===== src/logic/sad_pkg.sv =====
// package: constants and types of the system address decoder
package sad_pkg;

  // ==========================================================
  // address space layout
  localparam logic [35:0] ADDR_4G = 36'h1_0000_0000;
  localparam logic [31:0] DOS_LOW_END = 32'h0008_0000;
  localparam logic [31:0] DOS_HI_END = 32'h000A_0000;
  localparam logic [31:0] VGA_END = 32'h000C_0000;
  localparam logic [31:0] EXP_END = 32'h000E_0000;
  localparam logic [31:0] EBIOS_END = 32'h000F_0000;
  localparam logic [31:0] ONE_MB = 32'h0010_0000;
  localparam logic [31:0] APIC_BASE = 32'hFEC0_0000;
  localparam logic [31:0] APIC_IO_END = 32'hFED0_0000;
  localparam logic [31:0] APIC_LOC_BASE = 32'hFEE0_0000;
  localparam logic [31:0] APIC_LOC_END = 32'hFEF0_0000;
  localparam logic [31:0] HBIOS_BASE = 32'hFFE0_0000;
  // segment index bits inside the compatibility area (16-KB steps)
  localparam int SEG_LSB = 14;
  localparam int SEG_W = 3;
  // 1-MB granular window decode
  localparam int MB_LSB = 20;
  localparam int MB_W = 12;

  // ==========================================================
  // bridge control fields and reset values
  localparam int BC_PERR_EN = 0;
  localparam int BC_SERR_EN = 1;
  localparam int BC_VGA_EN = 3;
  localparam logic [15:0] SECONDARY_BRIDGE_CONTROL_RST = 16'h0000;
  localparam logic [15:0] SECONDARY_BRIDGE_CONTROL_WMASK = 16'h000B;
  // compatibility attributes: bit0 read enable, bit1 write enable
  localparam logic [1:0] ATTR_RST = 2'h0;
  localparam int ATTR_RE = 0;
  localparam int ATTR_WE = 1;
  // attribute slots: eight expansion, four extended BIOS, one system BIOS
  localparam int ATTR_CNT = 13;
  localparam logic [3:0] ATTR_EBIOS_IDX = 4'h8;
  localparam logic [3:0] ATTR_SBIOS_IDX = 4'hC;
  localparam logic [3:0] ATTR_IDX_END = 4'hD;
  localparam int EBIOS_SEG_W = 2;

  // ==========================================================
  // destinations of an access
  typedef enum logic [2:0] {
    SAD_DST_DRAM,
    SAD_DST_PCI,
    SAD_DST_GFX,
    SAD_DST_LOCAL
  } sad_dst_e;

  // host request carried into the decoder
  typedef struct packed {
    logic [35:0] addr;
    logic write;
  } sad_req_s;

  // decoding result
  typedef struct packed {
    sad_dst_e dst;
    logic rd_zero;
  } sad_rsp_s;

  // address range configuration, 1-MB granular
  typedef struct packed {
    logic [11:0] tom_mb;
    logic hole_en;
    logic [11:0] hole_base_mb;
    logic [11:0] hole_lim_mb;
    logic win_en;
    logic [11:0] win_base_mb;
    logic [11:0] win_lim_mb;
    logic ap_en;
    logic [11:0] ap_base_mb;
    logic [11:0] ap_lim_mb;
  } sad_map_s;

endpackage : sad_pkg


===== src/logic/sad_decoder.sv =====
// module: memory address decoder and secondary error forwarding of the host bridge
// Functional notes
// - claim accesses at or above 4 GB; writes dropped, reads return zeros.
// - no dual address cycles; upper address bits never reach PCI or graphics.
// - thirteen read/write controlled ranges plus one DRAM-or-PCI range below 1 MB.
// - lowest 512 KB always goes to DRAM.
// - 080000h 128-KB range goes to DRAM unless the hole control marks it.
// - video buffer ignores attributes; goes to PCI or graphics only.
// - VGA enable steers video buffer for processor, PCI and graphics origins.
// - expansion area is eight 16-KB segments with four read/write states.
// - disabled expansion segments go to PCI, DRAM not relocated.
// - extended BIOS is four 16-KB segments with read and write attributes.
// - system BIOS one 64-KB segment, disabled after reset, goes to PCI.
// - 1 MB to top of memory goes to DRAM except the programmed hole.
// - DRAM behind an enabled hole is never relocated.
// - above top of DRAM goes to PCI; window to graphics, aperture to DRAM.
// - APIC configuration range decodes to PCI.
// - gap between APIC range and high BIOS always goes to PCI.
// - forward graphics system error to SERR when both enables set.
// - graphics parity always generated regardless of reporting enable.
// - parity response enable gates graphics parity error reporting.
// - address parity errors reach SERR when parity and command enables set.
`timescale 1ns/1ns
`default_nettype none
module sad_decoder (
  // clock and reset
  input wire logic I_MCLK,
  input wire logic I_NRST,
  // host request and registered decode result
  input wire logic I_REQ_VALID,
  input wire sad_pkg::sad_req_s I_REQ,
  input wire sad_pkg::sad_map_s I_MAP,
  output logic O_RSP_VALID,
  output sad_pkg::sad_rsp_s O_RSP,
  output logic [31:0] O_FWD_ADDR,
  // requests arriving from PCI or graphics into the video buffer
  input wire logic I_PEER_VGA_VALID,
  output logic O_PEER_VGA_TO_GFX,
  // secondary bridge control register write port
  input wire logic I_SECONDARY_BRIDGE_CONTROL_WE,
  input wire logic [15:0] I_SECONDARY_BRIDGE_CONTROL_WDATA,
  output logic [15:0] O_SECONDARY_BRIDGE_CONTROL,
  input wire logic I_SERR_FWD_EN,
  // compatibility attribute write port: index 0..12
  input wire logic I_ATTR_WE,
  input wire logic [3:0] I_ATTR_IDX,
  input wire logic [1:0] I_ATTR_WDATA,
  input wire logic I_DOS_HOLE,
  // graphics side error pins
  input wire logic I_GFX_SERR_N,
  input wire logic I_GFX_ADDR_PERR,
  input wire logic I_GFX_DATA_PERR,
  input wire logic [31:0] I_GFX_DATA,
  output logic O_GFX_PAR,
  output logic O_GFX_PERR_N,
  output logic O_PCI_SERR_N
);
  import sad_pkg::*;

  // ==========================================================
  // registers
  logic [15:0] secondary_bridge_control_q;
  logic [1:0] attr_q [0:ATTR_CNT-1];
  logic [2:0] graphics_system_error_in_sync_q;
  logic graphics_system_error_in_lvl_q;
  logic rsp_valid_q;
  sad_rsp_s rsp_q;
  logic [31:0] fwd_addr_q;
  logic perr_q;
  logic serr_q;
  logic par_q;

  // decode a 16-KB segment index inside a 64-KB or 128-KB area
  function automatic logic [SEG_W-1:0] seg_of(input logic [31:0] a);
    seg_of = a[SEG_LSB +: SEG_W];
  endfunction : seg_of

  // inclusive 1-MB granular range check
  function automatic logic in_mb(input logic [31:0] a, input logic [MB_W-1:0] b,
                                 input logic [MB_W-1:0] l);
    in_mb = (a[MB_LSB +: MB_W] >= b) && (a[MB_LSB +: MB_W] <= l);
  endfunction : in_mb

  // attribute check: read or write enable for the given access
  function automatic logic attr_hit(input logic [1:0] at, input logic wr);
    attr_hit = wr ? at[ATTR_WE] : at[ATTR_RE];
  endfunction : attr_hit

  // ==========================================================
  // bridge control register, writable bits only
  always_ff @(posedge I_MCLK or negedge I_NRST) begin
    if (!I_NRST) begin
      secondary_bridge_control_q <= SECONDARY_BRIDGE_CONTROL_RST;
    end else if (I_SECONDARY_BRIDGE_CONTROL_WE) begin
      secondary_bridge_control_q <= I_SECONDARY_BRIDGE_CONTROL_WDATA & SECONDARY_BRIDGE_CONTROL_WMASK;
    end
  end
  assign O_SECONDARY_BRIDGE_CONTROL = secondary_bridge_control_q;

  // compatibility attributes: 8 expansion, 4 extended BIOS, 1 system BIOS
  always_ff @(posedge I_MCLK or negedge I_NRST) begin
    if (!I_NRST) begin
      for (int i = 0; i < ATTR_CNT; i++) begin
        attr_q[i] <= ATTR_RST;
      end
    end else if (I_ATTR_WE && (I_ATTR_IDX < ATTR_IDX_END)) begin
      attr_q[I_ATTR_IDX] <= I_ATTR_WDATA;
    end
  end

  // ==========================================================
  // combinational routing decision
  sad_rsp_s dec_d;
  logic [31:0] a32;
  logic vga_gfx;
  assign a32 = I_REQ.addr[31:0];
  assign vga_gfx = secondary_bridge_control_q[BC_VGA_EN];
  // extended BIOS segments use the attribute slots after the eight expansion ones
  logic [3:0] ebios_idx;
  assign ebios_idx = ATTR_EBIOS_IDX | {2'h0, a32[SEG_LSB +: EBIOS_SEG_W]};

  // fixed ranges are tested ahead of the programmable ones, so a top of memory
  // set too high can never pull the APIC range or the high BIOS into DRAM
  always_comb begin
    dec_d.dst = SAD_DST_PCI;
    dec_d.rd_zero = 1'b0;
    if (I_REQ.addr >= ADDR_4G) begin
      dec_d.dst = SAD_DST_LOCAL;
      dec_d.rd_zero = !I_REQ.write;
    end else if (a32 < DOS_LOW_END) begin
      dec_d.dst = SAD_DST_DRAM;
    end else if (a32 < DOS_HI_END) begin
      dec_d.dst = I_DOS_HOLE ? SAD_DST_PCI : SAD_DST_DRAM;
    end else if (a32 < VGA_END) begin
      dec_d.dst = vga_gfx ? SAD_DST_GFX : SAD_DST_PCI;
    end else if (a32 < EXP_END) begin
      if (attr_hit(attr_q[seg_of(a32)], I_REQ.write)) begin
        dec_d.dst = SAD_DST_DRAM;
      end
    end else if (a32 < EBIOS_END) begin
      if (attr_hit(attr_q[ebios_idx], I_REQ.write)) begin
        dec_d.dst = SAD_DST_DRAM;
      end
    end else if (a32 < ONE_MB) begin
      if (attr_hit(attr_q[ATTR_SBIOS_IDX], I_REQ.write)) begin
        dec_d.dst = SAD_DST_DRAM;
      end
    end else if ((a32 >= APIC_BASE && a32 < APIC_IO_END) ||
                 (a32 >= APIC_LOC_BASE && a32 < APIC_LOC_END)) begin
      dec_d.dst = SAD_DST_PCI;
    end else if (a32 >= APIC_BASE) begin
      dec_d.dst = SAD_DST_PCI;
    end else if (a32[MB_LSB +: MB_W] < I_MAP.tom_mb) begin
      if (I_MAP.hole_en && in_mb(a32, I_MAP.hole_base_mb, I_MAP.hole_lim_mb)) begin
        dec_d.dst = SAD_DST_PCI;
      end else begin
        dec_d.dst = SAD_DST_DRAM;
      end
    end else if (I_MAP.win_en && in_mb(a32, I_MAP.win_base_mb, I_MAP.win_lim_mb)) begin
      dec_d.dst = SAD_DST_GFX;
    end else if (I_MAP.ap_en && in_mb(a32, I_MAP.ap_base_mb, I_MAP.ap_lim_mb)) begin
      dec_d.dst = SAD_DST_DRAM;
    end
  end

  // ==========================================================
  // registered result, one cycle after the request
  always_ff @(posedge I_MCLK or negedge I_NRST) begin
    if (!I_NRST) begin
      rsp_valid_q <= 1'b0;
      rsp_q <= '{dst: SAD_DST_PCI, rd_zero: 1'b0};
      fwd_addr_q <= 32'h0000_0000;
    end else begin
      rsp_valid_q <= I_REQ_VALID;
      if (I_REQ_VALID) begin
        rsp_q <= dec_d;
        fwd_addr_q <= a32;
      end
    end
  end
  assign O_RSP_VALID = rsp_valid_q;
  assign O_RSP = rsp_q;
  assign O_FWD_ADDR = fwd_addr_q;

  // video buffer steering for accesses from the peer buses
  assign O_PEER_VGA_TO_GFX = I_PEER_VGA_VALID & vga_gfx;

  // ==========================================================
  // graphics system error pin synchroniser
  always_ff @(posedge I_MCLK or negedge I_NRST) begin
    if (!I_NRST) begin
      graphics_system_error_in_sync_q <= '1;
    end else begin
      graphics_system_error_in_sync_q <= {graphics_system_error_in_sync_q[1:0], I_GFX_SERR_N};
    end
  end

  // accepted pin level: a change counts only once stages two and three agree,
  // so a glitch caught by the first stage never reaches the primary bus
  always_ff @(posedge I_MCLK or negedge I_NRST) begin
    if (!I_NRST) begin
      graphics_system_error_in_lvl_q <= 1'b1;
    end else if (graphics_system_error_in_sync_q[2] == graphics_system_error_in_sync_q[1]) begin
      graphics_system_error_in_lvl_q <= graphics_system_error_in_sync_q[2];
    end
  end

  // error forwarding and parity
  always_ff @(posedge I_MCLK or negedge I_NRST) begin
    if (!I_NRST) begin
      perr_q <= 1'b0;
      serr_q <= 1'b0;
      par_q <= 1'b0;
    end else begin
      par_q <= ^I_GFX_DATA;
      perr_q <= secondary_bridge_control_q[BC_PERR_EN] & (I_GFX_ADDR_PERR | I_GFX_DATA_PERR);
      serr_q <= I_SERR_FWD_EN &
                ((secondary_bridge_control_q[BC_SERR_EN] & ~graphics_system_error_in_lvl_q) |
                 (secondary_bridge_control_q[BC_PERR_EN] & I_GFX_ADDR_PERR));
    end
  end
  assign O_GFX_PAR = par_q;
  assign O_GFX_PERR_N = ~perr_q;
  assign O_PCI_SERR_N = ~serr_q;

  // ==========================================================
  // checks
  chk_above_4g_local: assert property (@(posedge I_MCLK) disable iff (!I_NRST)
    I_REQ_VALID && I_REQ.addr >= ADDR_4G |=> O_RSP.dst == SAD_DST_LOCAL &&
      O_RSP.rd_zero == !$past(I_REQ.write))
    else $error("access above 4 GB not terminated locally");
  chk_dos_low_dram: assert property (@(posedge I_MCLK) disable iff (!I_NRST)
    I_REQ_VALID && I_REQ.addr < {4'h0, DOS_LOW_END} |=> O_RSP.dst == SAD_DST_DRAM)
    else $error("low 512 KB not routed to DRAM");
  chk_dos_hole: assert property (@(posedge I_MCLK) disable iff (!I_NRST)
    I_REQ_VALID && I_REQ.addr >= {4'h0, DOS_LOW_END} && I_REQ.addr < {4'h0, DOS_HI_END}
      |=> O_RSP.dst == ($past(I_DOS_HOLE) ? SAD_DST_PCI : SAD_DST_DRAM))
    else $error("dos hole routing wrong");
  chk_vga_never_dram: assert property (@(posedge I_MCLK) disable iff (!I_NRST)
    I_REQ_VALID && I_REQ.addr >= {4'h0, DOS_HI_END} && I_REQ.addr < {4'h0, VGA_END}
      |=> O_RSP.dst == ($past(vga_gfx) ? SAD_DST_GFX : SAD_DST_PCI))
    else $error("video buffer routed wrong");
  chk_bios_reset_pci: assert property (@(posedge I_MCLK)
    $rose(I_NRST) |-> attr_q[ATTR_SBIOS_IDX] == ATTR_RST)
    else $error("system BIOS attributes not disabled after reset");
  chk_gap_to_pci: assert property (@(posedge I_MCLK) disable iff (!I_NRST)
    I_REQ_VALID && I_REQ.addr >= {4'h0, APIC_BASE} && I_REQ.addr < ADDR_4G
      |=> O_RSP.dst == SAD_DST_PCI)
    else $error("APIC or gap range not routed to PCI");
  chk_serr_forward: assert property (@(posedge I_MCLK) disable iff (!I_NRST)
    !graphics_system_error_in_lvl_q && secondary_bridge_control_q[BC_SERR_EN] && I_SERR_FWD_EN
      |=> !O_PCI_SERR_N)
    else $error("graphics system error not forwarded");
  chk_perr_gate: assert property (@(posedge I_MCLK) disable iff (!I_NRST)
    !secondary_bridge_control_q[BC_PERR_EN] |=> O_GFX_PERR_N || $past(secondary_bridge_control_q[BC_PERR_EN], 1) == 1'b1)
    else $error("parity error reported while disabled");
  chk_parity_gen: assert property (@(posedge I_MCLK) disable iff (!I_NRST)
    1'b1 |=> O_GFX_PAR == ^$past(I_GFX_DATA))
    else $error("graphics parity not generated");

  // request classes above 1 MB and below the APIC range, for the routing checks
  logic cls_ext;
  logic cls_below_tom;
  logic cls_hole;
  logic cls_win;
  logic cls_ap;
  assign cls_ext = I_REQ_VALID && I_REQ.addr >= {4'h0, ONE_MB} &&
                   I_REQ.addr < {4'h0, APIC_BASE};
  assign cls_below_tom = a32[MB_LSB +: MB_W] < I_MAP.tom_mb;
  assign cls_hole = I_MAP.hole_en && in_mb(a32, I_MAP.hole_base_mb, I_MAP.hole_lim_mb);
  assign cls_win = I_MAP.win_en && in_mb(a32, I_MAP.win_base_mb, I_MAP.win_lim_mb);
  assign cls_ap = I_MAP.ap_en && in_mb(a32, I_MAP.ap_base_mb, I_MAP.ap_lim_mb);

  // routing checks for the attribute areas and the extended memory
  chk_exp_read: assert property (@(posedge I_MCLK) disable iff (!I_NRST)
    I_REQ_VALID && !I_REQ.write && I_REQ.addr >= {4'h0, VGA_END} &&
      I_REQ.addr < {4'h0, EXP_END} && attr_q[a32[SEG_LSB +: SEG_W]][ATTR_RE]
      |=> O_RSP.dst == SAD_DST_DRAM)
    else $error("enabled expansion read not routed to DRAM");
  chk_exp_disabled: assert property (@(posedge I_MCLK) disable iff (!I_NRST)
    I_REQ_VALID && I_REQ.addr >= {4'h0, VGA_END} && I_REQ.addr < {4'h0, EXP_END} &&
      attr_q[a32[SEG_LSB +: SEG_W]] == ATTR_RST |=> O_RSP.dst == SAD_DST_PCI)
    else $error("disabled expansion segment not routed to PCI");
  chk_ebios_write: assert property (@(posedge I_MCLK) disable iff (!I_NRST)
    I_REQ_VALID && I_REQ.write && I_REQ.addr >= {4'h0, EXP_END} &&
      I_REQ.addr < {4'h0, EBIOS_END} && attr_q[ebios_idx][ATTR_WE]
      |=> O_RSP.dst == SAD_DST_DRAM)
    else $error("enabled extended BIOS write not routed to DRAM");
  chk_bios_shadow: assert property (@(posedge I_MCLK) disable iff (!I_NRST)
    I_REQ_VALID && !I_REQ.write && I_REQ.addr >= {4'h0, EBIOS_END} &&
      I_REQ.addr < {4'h0, ONE_MB} && attr_q[ATTR_SBIOS_IDX][ATTR_RE]
      |=> O_RSP.dst == SAD_DST_DRAM)
    else $error("shadowed system BIOS read not routed to DRAM");
  chk_main_dram: assert property (@(posedge I_MCLK) disable iff (!I_NRST)
    cls_ext && cls_below_tom && !cls_hole |=> O_RSP.dst == SAD_DST_DRAM)
    else $error("main memory access not routed to DRAM");
  chk_hole_pci: assert property (@(posedge I_MCLK) disable iff (!I_NRST)
    cls_ext && cls_below_tom && cls_hole |=> O_RSP.dst == SAD_DST_PCI)
    else $error("main memory hole not routed to PCI");
  chk_window_gfx: assert property (@(posedge I_MCLK) disable iff (!I_NRST)
    cls_ext && !cls_below_tom && cls_win |=> O_RSP.dst == SAD_DST_GFX)
    else $error("graphics window not routed to graphics port");
  chk_aperture_dram: assert property (@(posedge I_MCLK) disable iff (!I_NRST)
    cls_ext && !cls_below_tom && !cls_win && cls_ap |=> O_RSP.dst == SAD_DST_DRAM)
    else $error("graphics aperture not routed to DRAM");
  chk_above_tom_pci: assert property (@(posedge I_MCLK) disable iff (!I_NRST)
    cls_ext && !cls_below_tom && !cls_win && !cls_ap |=> O_RSP.dst == SAD_DST_PCI)
    else $error("access above top of memory not routed to PCI");
  chk_apic_pci: assert property (@(posedge I_MCLK) disable iff (!I_NRST)
    I_REQ_VALID && I_REQ.addr >= {4'h0, APIC_BASE} && I_REQ.addr < {4'h0, APIC_IO_END}
      |=> O_RSP.dst == SAD_DST_PCI)
    else $error("APIC configuration range not routed to PCI");
  chk_fwd_low_bits: assert property (@(posedge I_MCLK) disable iff (!I_NRST)
    I_REQ_VALID |=> O_FWD_ADDR == $past(I_REQ.addr[31:0]))
    else $error("forwarded address differs from low request bits");
  chk_rsp_pulse: assert property (@(posedge I_MCLK) disable iff (!I_NRST)
    1'b1 |=> O_RSP_VALID == $past(I_REQ_VALID))
    else $error("decode result not given exactly once per request");
  chk_peer_vga_gfx: assert property (@(posedge I_MCLK) disable iff (!I_NRST)
    I_PEER_VGA_VALID && O_SECONDARY_BRIDGE_CONTROL[BC_VGA_EN] |-> O_PEER_VGA_TO_GFX)
    else $error("peer video access not steered to graphics");
  chk_peer_vga_pci: assert property (@(posedge I_MCLK) disable iff (!I_NRST)
    !O_SECONDARY_BRIDGE_CONTROL[BC_VGA_EN] |-> !O_PEER_VGA_TO_GFX)
    else $error("peer video access steered to graphics while disabled");

  // error path checks
  chk_addr_perr_serr: assert property (@(posedge I_MCLK) disable iff (!I_NRST)
    I_GFX_ADDR_PERR && secondary_bridge_control_q[BC_PERR_EN] && I_SERR_FWD_EN |=> !O_PCI_SERR_N)
    else $error("address parity error not reported on system error");
  chk_serr_needs_cmd: assert property (@(posedge I_MCLK) disable iff (!I_NRST)
    !I_SERR_FWD_EN |=> O_PCI_SERR_N)
    else $error("system error driven without command enable");
  chk_perr_report: assert property (@(posedge I_MCLK) disable iff (!I_NRST)
    secondary_bridge_control_q[BC_PERR_EN] && (I_GFX_ADDR_PERR || I_GFX_DATA_PERR) |=> !O_GFX_PERR_N)
    else $error("enabled parity error not reported");

endmodule : sad_decoder
`default_nettype wire


===== config.mk =====
export PLATFORM = sky130hd
export DESIGN_NAME = sad_decoder
export DESIGN_NICKNAME = d
export VERILOG_FILES = /design/src/logic/sad_pkg.sv /design/src/logic/sad_decoder.sv
export SDC_FILE = /design/constraint.sdc
export NUM_CORES = 1
export LEC_CHECK = 0
export ABC_AREA = 0
export BUFFER_PORTS_ARGS = -buffer_cell sky130_fd_sc_hd__buf_4
export CORE_ASPECT_RATIO = 2
export CORE_MARGIN = 4
export CORE_UTILIZATION = 30
export CTS_BUF_LIST = sky130_fd_sc_hd__clkbuf_2
export DETAILED_ROUTE_END_ITERATION = 8
export SYNTH_ARGS = -nofsm -noshare
export SYNTH_HDL_FRONTEND = slang
export SYNTH_SLANG_ARGS = --single-unit

===== constraint.sdc =====
create_clock -name I_MCLK -period 3.3 [get_ports I_MCLK]
set_input_delay 0.66 -clock I_MCLK [delete_from_list [all_inputs] [get_ports I_MCLK]]
set_output_delay 0.66 -clock I_MCLK [all_outputs]
set_load 0.02 [all_outputs]

==> summary.md, run 1 <==
| Metric | Value |
|---|---|
| Status | finished, final reports clean |
| Worst-Skew Late Latency | 0.51 ns |
| Port buffer count | 218 |
| Worst Setup Start Kind | input port |
| Clock sink count | 72 |
| CTS tree | built |
| Area of the core | 17870 sq um |
| Post-Syn Area | 5505 sq um |
| Layout area overhead | 36.02% |
| Syn avg cell area | 10.29 sq um |
| Remaining DRCs | 0 |
| Fmax | 0.4530 GHz |
| Finished Cell Area | 7488 sq um |
| Logic depth of the worst path, buffers included | 10 |
| Antenna viol nets, final | 0 |
| Die Ht | 199.6 microns |
| R2r endpoint | O_RSP[1] |
| Final Setup Violations | 0 |
| Via Count | 4761 |
| Layout Nets | 1029 |
| Delay-heaviest family, CP | compound AO/OA/AOI/OAI gates |
| Die area | 20710 sq um |
| Hold Crit Class | input port to asynchronous set/reset pin |
| R2r setup slk | 1.23 ns |
| Asr flop ratio synth | 100.0% |
| 1st-iter DRT viols | 86 |
| Overall die width | just over 100 microns |
| Worst Skew | 0.04025 ns |
| Slew margin rel. | 38.38% |
| Overall Global Routing Usage | between 15 and 20% |
| Clock buffer depth | 2 |
| CTS buffer count | 9 |
| Worst Path Required | 3.75 ns |
| Worst EP arrival | ~2.7 ns |
| WP buf/inv | 2 |
| Vias in the first global route | 5012 |
| CP max FO | 4 |
| Number of detailed-route iterations in the first pass | 4 |
| Top-Level Pins | 246 |
| Final Hold Viols | 0 |
| RSZ-0062 raised after global routing | no |
| Max VDD drop | 0.3911 mV |
| Register area share after synthesis | 32.84% |
| Initial antenna violation count | 1 |
| Total grt overflow | 0 |
| Clock transition at the registers of the reported paths | 0.24 ns |
| Ys Warns | 0 |
| Wire length per cell | approximately 17 microns |
| First-pass GRT wire length | approximately 26 mm |
| Root buf cell | clkbuf_2 |
| Leak Pwr | 3.891 nW |
| Post-synth top flop | dfrtp_1 |
| Most frequent cells in the layout | buf_4, ha_1, inv_1 |
| Crit-path cells | buf_4 -> inv_1 -> ha_1 -> nand2b_1 -> a2111oi_0 -> nor4_1 -> o41ai_1 -> a21oi_1 -> o211a_1 -> a211oi_1 |
| PwrDens | 360.7 nW/um^2 |
| Max-capacitance violation count | 0 |
| Initial Utilization | 30.81% |
| Post-CTS setup buffer count | 0 |
| Worst Max-Slew Pin Slew | approximately 0.92 ns |
| Most common cell after layout, fill and taps aside | buf_4 |
| Post-synth EDFFs | 0 |
| Unique masters post-synth | 52 |
| Critical-path cell with the highest stage delay | a2111oi_0 |
| R2r startpoint | attr_q[6] |
| Largest net degree at the start of global routing | 73 |
| Final setup TNS | 0 ns |
| Kind of critical path | input port to register |
| Post-DP Area | 7316 sq um |
| CTS-repair resized insts | 0 |
| Crit. End Element | register |
| Register-to-Register Path Depth | 7 |
| Site row count | 69 |
| Vias/cell | just under 5 |
| Final worst-path cycle share | between 60% and 70% |
| GPL Wtd Cong | 0.8151 |
| Fin. max-slew vios | 0 |
| H-tree lvl count | 3 |
| Minimum clock period | 2.208 ns |
| Post-Route WL | 16.74 mm |
| Synthesized flop and latch total | 72 |
| Post-Syn Instances | 535 |
| Hold buffers post-CTS | 0 |
| Crit-path max cell delay | ~0.41 ns |
| Hpwl dp | 13.94 mm |
| Layout cells sized above 1 | about 40% |
metal layers:
layer / wire length, microns / track usage, % / vias to the layer above
met5: 0 / 0 / -
met1: 5683 / 16.11 / 2256
met4: 330 / 4.980 / 0
met2: 9761 / 33.45 / 176
met3: 967 / 3.168 / 15
li1: - / - / 2314
synth_stat cells, types with 4 or more instances:
| master | number | area (sq um) |
|---|---|---|
| a211oi_1 | 8 | 60.06 |
| a21o_1 | 12 | 90.09 |
| a21oi_1 | 32 | 160.2 |
| buf_4 | 14 | 105.1 |
| clkbuf_1 | 4 | 15.01 |
| dfrtp_1 | 67 | 1677 |
| dfstp_2 | 5 | 131.4 |
| ha_1 | 83 | 1039 |
| inv_1 | 82 | 307.8 |
| mux2_2 | 62 | 698.2 |
| mux4_1 | 6 | 157.7 |
| nand2_1 | 18 | 67.56 |
| nand2b_1 | 6 | 37.54 |
| nand3_1 | 13 | 65.06 |
| nand3b_1 | 4 | 30.03 |
| nand4_1 | 15 | 93.84 |
| nor2_1 | 14 | 52.55 |
| nor2b_1 | 4 | 25.02 |
| nor4_1 | 6 | 37.54 |
| xnor2_1 | 28 | 245.2 |
report_power, final:
| part | internal [mW] | switching, mW | total, mW | leakage, nW |
|---|---|---|---|---|
| registers | 1.02 | 0.0632 | 1.08 | 0.850 |
| logic | 0.503 | 0.435 | 0.938 | 2.94 |
| clock network | 0.336 | 0.347 | 0.684 | 0.0975 |
| total | 1.86 | 0.846 | 2.70 | 3.89 |
layout make-up:
cell class | count | area, sq um
Inverter | 82 | 307.8
Multi-Input combinational cell | 373 | 3289
Fill cell | 1820 | 10380
Sequential cell | 72 | 1808
Timing Repair Buffer | 219 | 1644
Tap cell | 213 | 266.5
Antenna cell | 1 | 2.502
Clock inverter | 7 | 125.1
Clock buffer | 9 | 45.04
per-stage QoR:
step | total power, mW | instances | worst slack (ns) | hold slack [ns] | util (%)
finish | 2.701 | 976 | 1.092 | 0.2170 | 41.90
global route | 2.892 | 976 | 0.8989 | 0.1682 | 41.90
CTS | 2.765 | 975 | 1.149 | 0.1779 | 41.89
detailed placement | 2.057 | 959 | 0.5588 | 0.3494 | 40.94
global placement | 2.037 | 959 | 0.5567 | 0.3464 | 40.94
floorplan | 1.632 | 548 | 0.9534 | 0.3452 | -
worst reg2reg max path, delay by kind of cell (launching register included):
family | cells | cell delay [ns]
multiplexers | 2 | 0.80
AND/OR/NAND/NOR | 1 | 0.09
flip-flops | 1 | 0.43
AO/OA/AOI/OAI | 4 | 0.68
state kept, by name, summed over array words and instances, names as in the netlist:
signal / count
O_RSP: 3
O_RSP_VALID: 1
attr_q: 26
perr_q: 1
graphics_system_error_in_sync_q: 3
O_FWD_ADDR: 32
O_GFX_PAR: 1
O_SECONDARY_BRIDGE_CONTROL: 3
serr_q: 1
graphics_system_error_in_lvl_q: 1
kinds of logic after synthesis:
logic type,share of synthesized area (%)
buf+inv,8.295
simple gates,8.659
fa+ha+maj,19.05
compound gates,10.07
flops,32.84
mux,16.09
xor+xnor,4.932
other cells,0.06812
how the worst max path moves through the flow:
stage	startpoint	endpoint	slack, ns
after floorplan	I_REQ[21]	O_RSP[1]	0.95
after global placement	I_REQ[21]	O_RSP[1]	0.56
after detailed placement	I_REQ[21]	O_RSP[1]	0.56
after CTS	I_REQ[21]	O_RSP[1]	1.15
after global routing	I_REQ[21]	O_RSP[1]	0.90
final	I_REQ[21]	O_RSP[1]	1.09
(Power assumes the default switching activity.)
==> run 2, diff against run 1 <==
clock period = 2.3 ns   (was 3.3 ns; I/O delays follow)
==> run 2 against run 1 <==
  * Clock power is 28% higher
  * Worst hold slack got worse by 0.12 ns
  * Die area unchanged
  * Largest cell class unchanged
  * Register-to-register slack lost 1.0 ns
  * Cell count is 2.8% higher
  * Total power is 41% higher
  * Clock skew is 0.028 ns lower
  * Worst setup slack lost 0.89 ns
  * Largest power group unchanged
==> summary.md, run 2 (synthesis gave the netlist of run 1 again) <==
| Metric | Value |
|---|---|
| Most frequent cells in the layout | buf_4, ha_1, inv_1 |
| Top-Level Pins | between 200 and 250 |
| Status | finished, final reports clean |
| Slew margin rel. | 66.34% |
| Delay-heaviest family, CP | compound AO/OA/AOI/OAI gates |
| Fmax | roughly 0.48 GHz |
| Remaining DRCs | 0 |
| Clock power share | 22.9% |
| Max VDD drop | 0.5980 mV |
| CTS buffer count | 9 |
| Kind of critical path | register to register |
| Area of the multi-input gates | between 3000 and 4000 sq um |
| Placed Cells | 984 |
| Wire length per cell | 17.10 microns |
| Root buf cell | clkbuf_2 |
| Area of the core | 17870 sq um |
| Net Sw Power | 1.224 mW |
| Worst Path Required | around 2.8 ns |
| Number of detailed-route iterations in the first pass | 4 |
| 1st-iter DRT viols | ~110 |
| Initial antenna violation count | 1 |
| Vias/cell | 4.833 |
| CTS-repair resized insts | 0 |
| Max-capacitance violation count | 0 |
| Clock transition at the registers of the reported paths | approximately 0.24 ns |
| Overall die width | 103.8 microns |
| Fill count | 1804 |
| Die Ht | 199.6 microns |
| First-pass GRT wire length | about 27 mm |
| Fin. max-slew vios | 0 |
| Die area | approximately 21000 sq um |
| Minimum clock period | ~2.1 ns |
| Layout cells sized above 1 | 41.95% |
| Worst-Skew Late Latency | 0.56 ns |
| Initial Utilization | slightly above 30% |
| Post-Route WL | 17.16 mm |
| Crit. End Element | register |
| Worst Max-Slew Pin Slew | 0.4921 ns |
| GPL Wtd Cong | roughly 0.88 |
| Seq pwr share | 40.7% |
| Switch share | 32.12% |
| Port buffer count | 218 |
| CTS tree | built |
| Layout area overhead | 39.84% |
| Total grt overflow | 0 |
| Crit-path max cell delay | 0.50 ns |
| Final worst-path cycle share | 91.14% |
| Layout Nets | 1056 |
| Util after Layout | 43.08% |
| CP max FO | 2 |
| Worst EP arrival | 2.59 ns |
| Hpwl dp | 14.68 mm |
| Fin cells | 1003 |
| Worst Skew | around 0.012 ns |
| Final Setup Violations | 0 |
| Via Count | 4848 |
| Largest net degree at the start of global routing | 47 |
| Clock buffer depth | 2 |
| Most common cell after layout, fill and taps aside | buf_4 |
| Critical-path cell with the highest stage delay | mux4_1 |
| Register-to-Register Path Depth | 7 |
| Post-DP Area | 7528 sq um |
| Logic depth of the worst path, buffers included | 7 |
| Final Hold Viols | 0 |
| H-tree lvl count | 3 |
| Leak Pwr | 4.015 nW |
| RSZ-0062 raised after global routing | no |
| Finished Cell Area | 7699 sq um |
| Overall Global Routing Usage | about 17% |
| Vias in the first global route | 5278 |
| Max reg flops | 32 |
| Hold Crit Class | input port to register |
| Site row count | 69 |
| Worst Setup Start Kind | register |
| Cell mode on critical path | a211oi_1 |
| WP buf/inv | 0 |
| Power, Total | roughly 3.8 mW |
| Combinational Power Share | 36.4% |
| PwrDens | 495.0 nW/um^2 |
| Reg area | 1808 sq um |
| Antenna viol nets, final | 0 |
| Clock sink count | 72 |
| Hold path depth | 2 |
| Crit-path cells | mux4_1 -> and2_1 -> a211oi_1 -> a211oi_1 -> o21ai_1 -> o31ai_1 -> a211oi_1 |
| P_int | 2.586 mW |
## run 2: changes by cell type in the layout (fill, tap and decap cells not counted), sizes merged
cell / delta
inv: -1
dlygate4sd3: +2
clkinvlp: +1
clkinv: +1
buf: +25
bufinv: -1
## run 2: final cells by class
class	instances	share of cell area [%]
multi-input combinational	373	42.73
clock inverter	7	1.333
tap	213	3.462
timing repair buffer	246	24.38
inverter	82	3.998
sequential	72	23.48
antenna	1	0.03250
clock buffer	9	0.5851
## run 2: worst register-to-register path, cell delays in order (launching register included)
cell and delay, ns:
dfrtp_1 0.43, mux4_1 0.50, and2_1 0.18, a211oi_1 0.25, a211oi_1 0.09, o21ai_1 0.21
o31ai_1 0.11, a211oi_1 0.26
## run 2: final timing paths
check | startpoint | end | slack, ns
max reg2reg | attr_q[22] | O_RSP[1] | 0.20
max | attr_q[22] | O_RSP[1] | 0.20
min in group asynchronous | I_NRST | attr_q[18] | 0.31
max in group asynchronous | I_NRST | graphics_system_error_in_sync_q[1] | 1.30
min reg2reg | graphics_system_error_in_sync_q[1] | graphics_system_error_in_sync_q[2] | 0.37
min | I_REQ[13] | O_FWD_ADDR[12] | 0.10
## run 2: power groups by stage
stage | Clock [mW] | Sequential, mW | Combinational (mW)
6_report | 0.874 | 1.55 | 1.39
5_1_grt | 0.961 | 1.58 | 1.53
4_1_cts | 0.921 | 1.55 | 1.41
3_5_place_dp | 0 | 1.58 | 1.41
3_3_place_gp | 0 | 1.57 | 1.38
2_1_floorplan | 0 | 1.65 | 0.697
## run 2: timing repair
item | 4_1_cts | 5_1_grt
hold buffers | 2 | 0
setup buffers | 0 | 0
hold endpoints to repair | 27 | 0
## run 2: per-layer routing
layer | GRT usage (%) | share of wire, %
met1 | 15.24 | 33
met5 | 0 | 0
met4 | 7.298 | 3.2
met2 | 34.35 | 58
met3 | 3.492 | 5.6
## run 2: metrics by stage
step / hold WS (ns) / TNS [ns] / setup WS [ns]
4_1_cts: 0.02013 / 0 / 0.1616
2_1_floorplan: 0.1644 / 0 / 0.1534
5_1_grt: 0.04370 / 0 / 0.06468
3_5_place_dp: 0.3505 / -0.3168 / -0.1970
3_3_place_gp: 0.3470 / -0.2425 / -0.1792
6_report: 0.1013 / 0 / 0.2038
==> run 3, diff against run 2 <==
CELL_PAD_IN_SITES_DETAIL_PLACEMENT = 0   (was default)
CELL_PAD_IN_SITES_GLOBAL_PLACEMENT = 2   (was default)
CORE_UTILIZATION = 29   (was 30)
PLACE_DENSITY = 0.82   (was default)
==> run 3 against run 2 <==
  * Sequential share of layout area decreased by 0.20 points
  * Critical path type unchanged
  * Via count increased by 0.91%
  * Largest cell class unchanged
  * Total power decreased by 3.0%
  * Utilization decreased by 1.7 points
  * Cell count increased by 4.7%
  * Clock power decreased by 17%
  * Highest routed layer unchanged
  * Sequential power about the same
==> summary.md, run 3 (synthesis gave the netlist of run 1 again) <==
| Metric | Value |
|---|---|
| Total grt overflow | 0 |
| Slew margin rel. | 61.01% |
| 1st-iter DRT viols | roughly 100 |
| Kind of critical path | register to register |
| Most frequent cells in the layout | buf_4, ha_1, inv_1 |
| RSZ-0062 raised after global routing | no |
| Clock buffer depth | 2 |
| Remaining DRCs | 0 |
| Wire length per cell | 16.86 microns |
| First-pass GRT wire length | ~28 mm |
| Worst Skew | between 0.015 and 0.02 ns |
| Antenna fix cells | 0 |
| Post-Route WL | around 18 mm |
| Hpwl dp | 15.24 mm |
| Worst-Skew Late Latency | 0.53 ns |
| CTS buffer count | 9 |
| Antenna viol nets, final | 0 |
| Overall die width | 105.4 microns |
| Layout area overhead | 41.02% |
| Root buf cell | clkbuf_2 |
| Fmax | 0.4786 GHz |
| Die area | 21390 sq um |
| Clock transition at the registers of the reported paths | 0.21 ns |
| Placed Cells | just over 1000 |
| Final worst-path cycle share | approximately nine tenths |
| Max VDD drop | between 0.4 and 0.5 mV |
| Pre-CTS setup slack | -0.1919 ns |
| Post-CTS setup buffer count | 0 |
| Fill count | 1893 |
| Hold Crit Class | input port to register |
| Area of the multi-input gates | 3289 sq um |
| Initial Utilization | between 20 and 30% |
| Port buffer count | 218 |
| Minimum clock period | roughly 2.1 ns |
| Worst Setup Start Kind | register |
| Initial antenna violation count | 0 |
| Max-capacitance violation count | 0 |
| Hold_ws | 0.1313 ns |
| Max reg flops | 32 |
| Fin. max-slew vios | 0 |
| Fin cells | 1050 |
| Final Setup Violations | 0 |
| Leak Pwr | 4.026 nW |
| Worst Max-Slew Pin Slew | 0.5848 ns |
| Area of the core | about 19000 sq um |
| Vias in the first global route | roughly 5500 |
| Clock sink count | 72 |
| Via Count | 4892 |
| Vias/cell | 4.659 |
| Overall Global Routing Usage | between 10% and 20% |
| Most common cell after layout, fill and taps aside | buf_4 |
| Worst EP arrival | roughly 2.6 ns |
| GPL Wtd Cong | about 0.82 |
| Final Hold Viols | 0 |
| Final Worst Setup Slack | 0.2107 ns |
| CP max FO | 2 |
| Number of detailed-route iterations in the first pass | 4 |
| Layout Nets | 1062 |
| Top-Level Pins | 246 |
| CTS tree | built |
| Site row count | 71 |
| Largest net degree at the start of global routing | 45 |
| H-tree lvl count | 3 |
| Crit. End Element | register |
| Die Ht | around 200 microns |
| Reg area | 1808 sq um |
| Worst Path Required | 2.77 ns |
| Layout cells sized above 1 | 42.39% |
| Final setup TNS | 0 ns |
| PwrDens | between 400 and 500 nW/um^2 |
| Power, Total | 3.698 mW |
| Status | finished, final reports clean |
==> run 3: routing by layer <==
layer | wire length (microns) | track usage [%] | vias up
li1 | - | - | 2381
met1 | 5845 | 16.11 | 2316
met2 | 10260 | 33.79 | 178
met3 | 1235 | 4.104 | 17
met4 | 363 | 5.162 | 0
met5 | 0 | 0 | -
==> run 3: per-stage QoR <==
step | cell area, sq um | utilization, %
final | 7764 | 41.42
after global routing | 7764 | 41.42
after detailed placement | 7626 | 40.68
after global placement | 7626 | 40.68
after floorplan | 5554 | -
after CTS | 7764 | 41.42
==> run 3: cell type report <==
cell class / count / area share, %
multi-input combinational: 373 / 42.37
timing repair buffer: 252 / 24.75
sequential: 72 / 23.29
tap: 255 / 4.110
inverter: 82 / 3.965
clock inverter: 7 / 0.9347
clock buffer: 9 / 0.5802
==> run 3: final timing paths <==
check / startpoint / to / slack [ns] / depth (start not counted)
max in group asynchronous: I_NRST / graphics_system_error_in_sync_q[2] / 1.21 / 3
setup reg to reg: attr_q[22] / O_RSP[1] / 0.21 / 7
min in group asynchronous: I_NRST / attr_q[2] / 0.44 / 2
hold reg to reg: graphics_system_error_in_sync_q[0] / graphics_system_error_in_sync_q[1] / 0.37 / 0
hold / removal: I_GFX_ADDR_PERR / perr_q / 0.13 / 2
setup / recovery: attr_q[22] / O_RSP[1] / 0.21 / 7
==> run 3: power by group <==
group / leakage (nW) / switching, mW / internal [mW]
sequential: 0.850 / 0.0991 / 1.46
clock: 0.0679 / 0.479 / 0.250
combinational: 3.11 / 0.645 / 0.766
==> run 3: repair_timing <==
| item | in CTS | in global routing |
|---|---|---|
| hold buffers | 2 | 0 |
| resized for setup | 0 | 0 |
| endpoints found under the hold margin | 43 | 0 |
==> run 3: critical path: stages (launching register included) <==
cell      delay [ns]
dfrtp_1         0.42
mux4_1          0.52
and2_1          0.18
a211oi_1        0.25
a211oi_1        0.09
o21ai_1         0.19
o31ai_1         0.11
a211oi_1        0.27
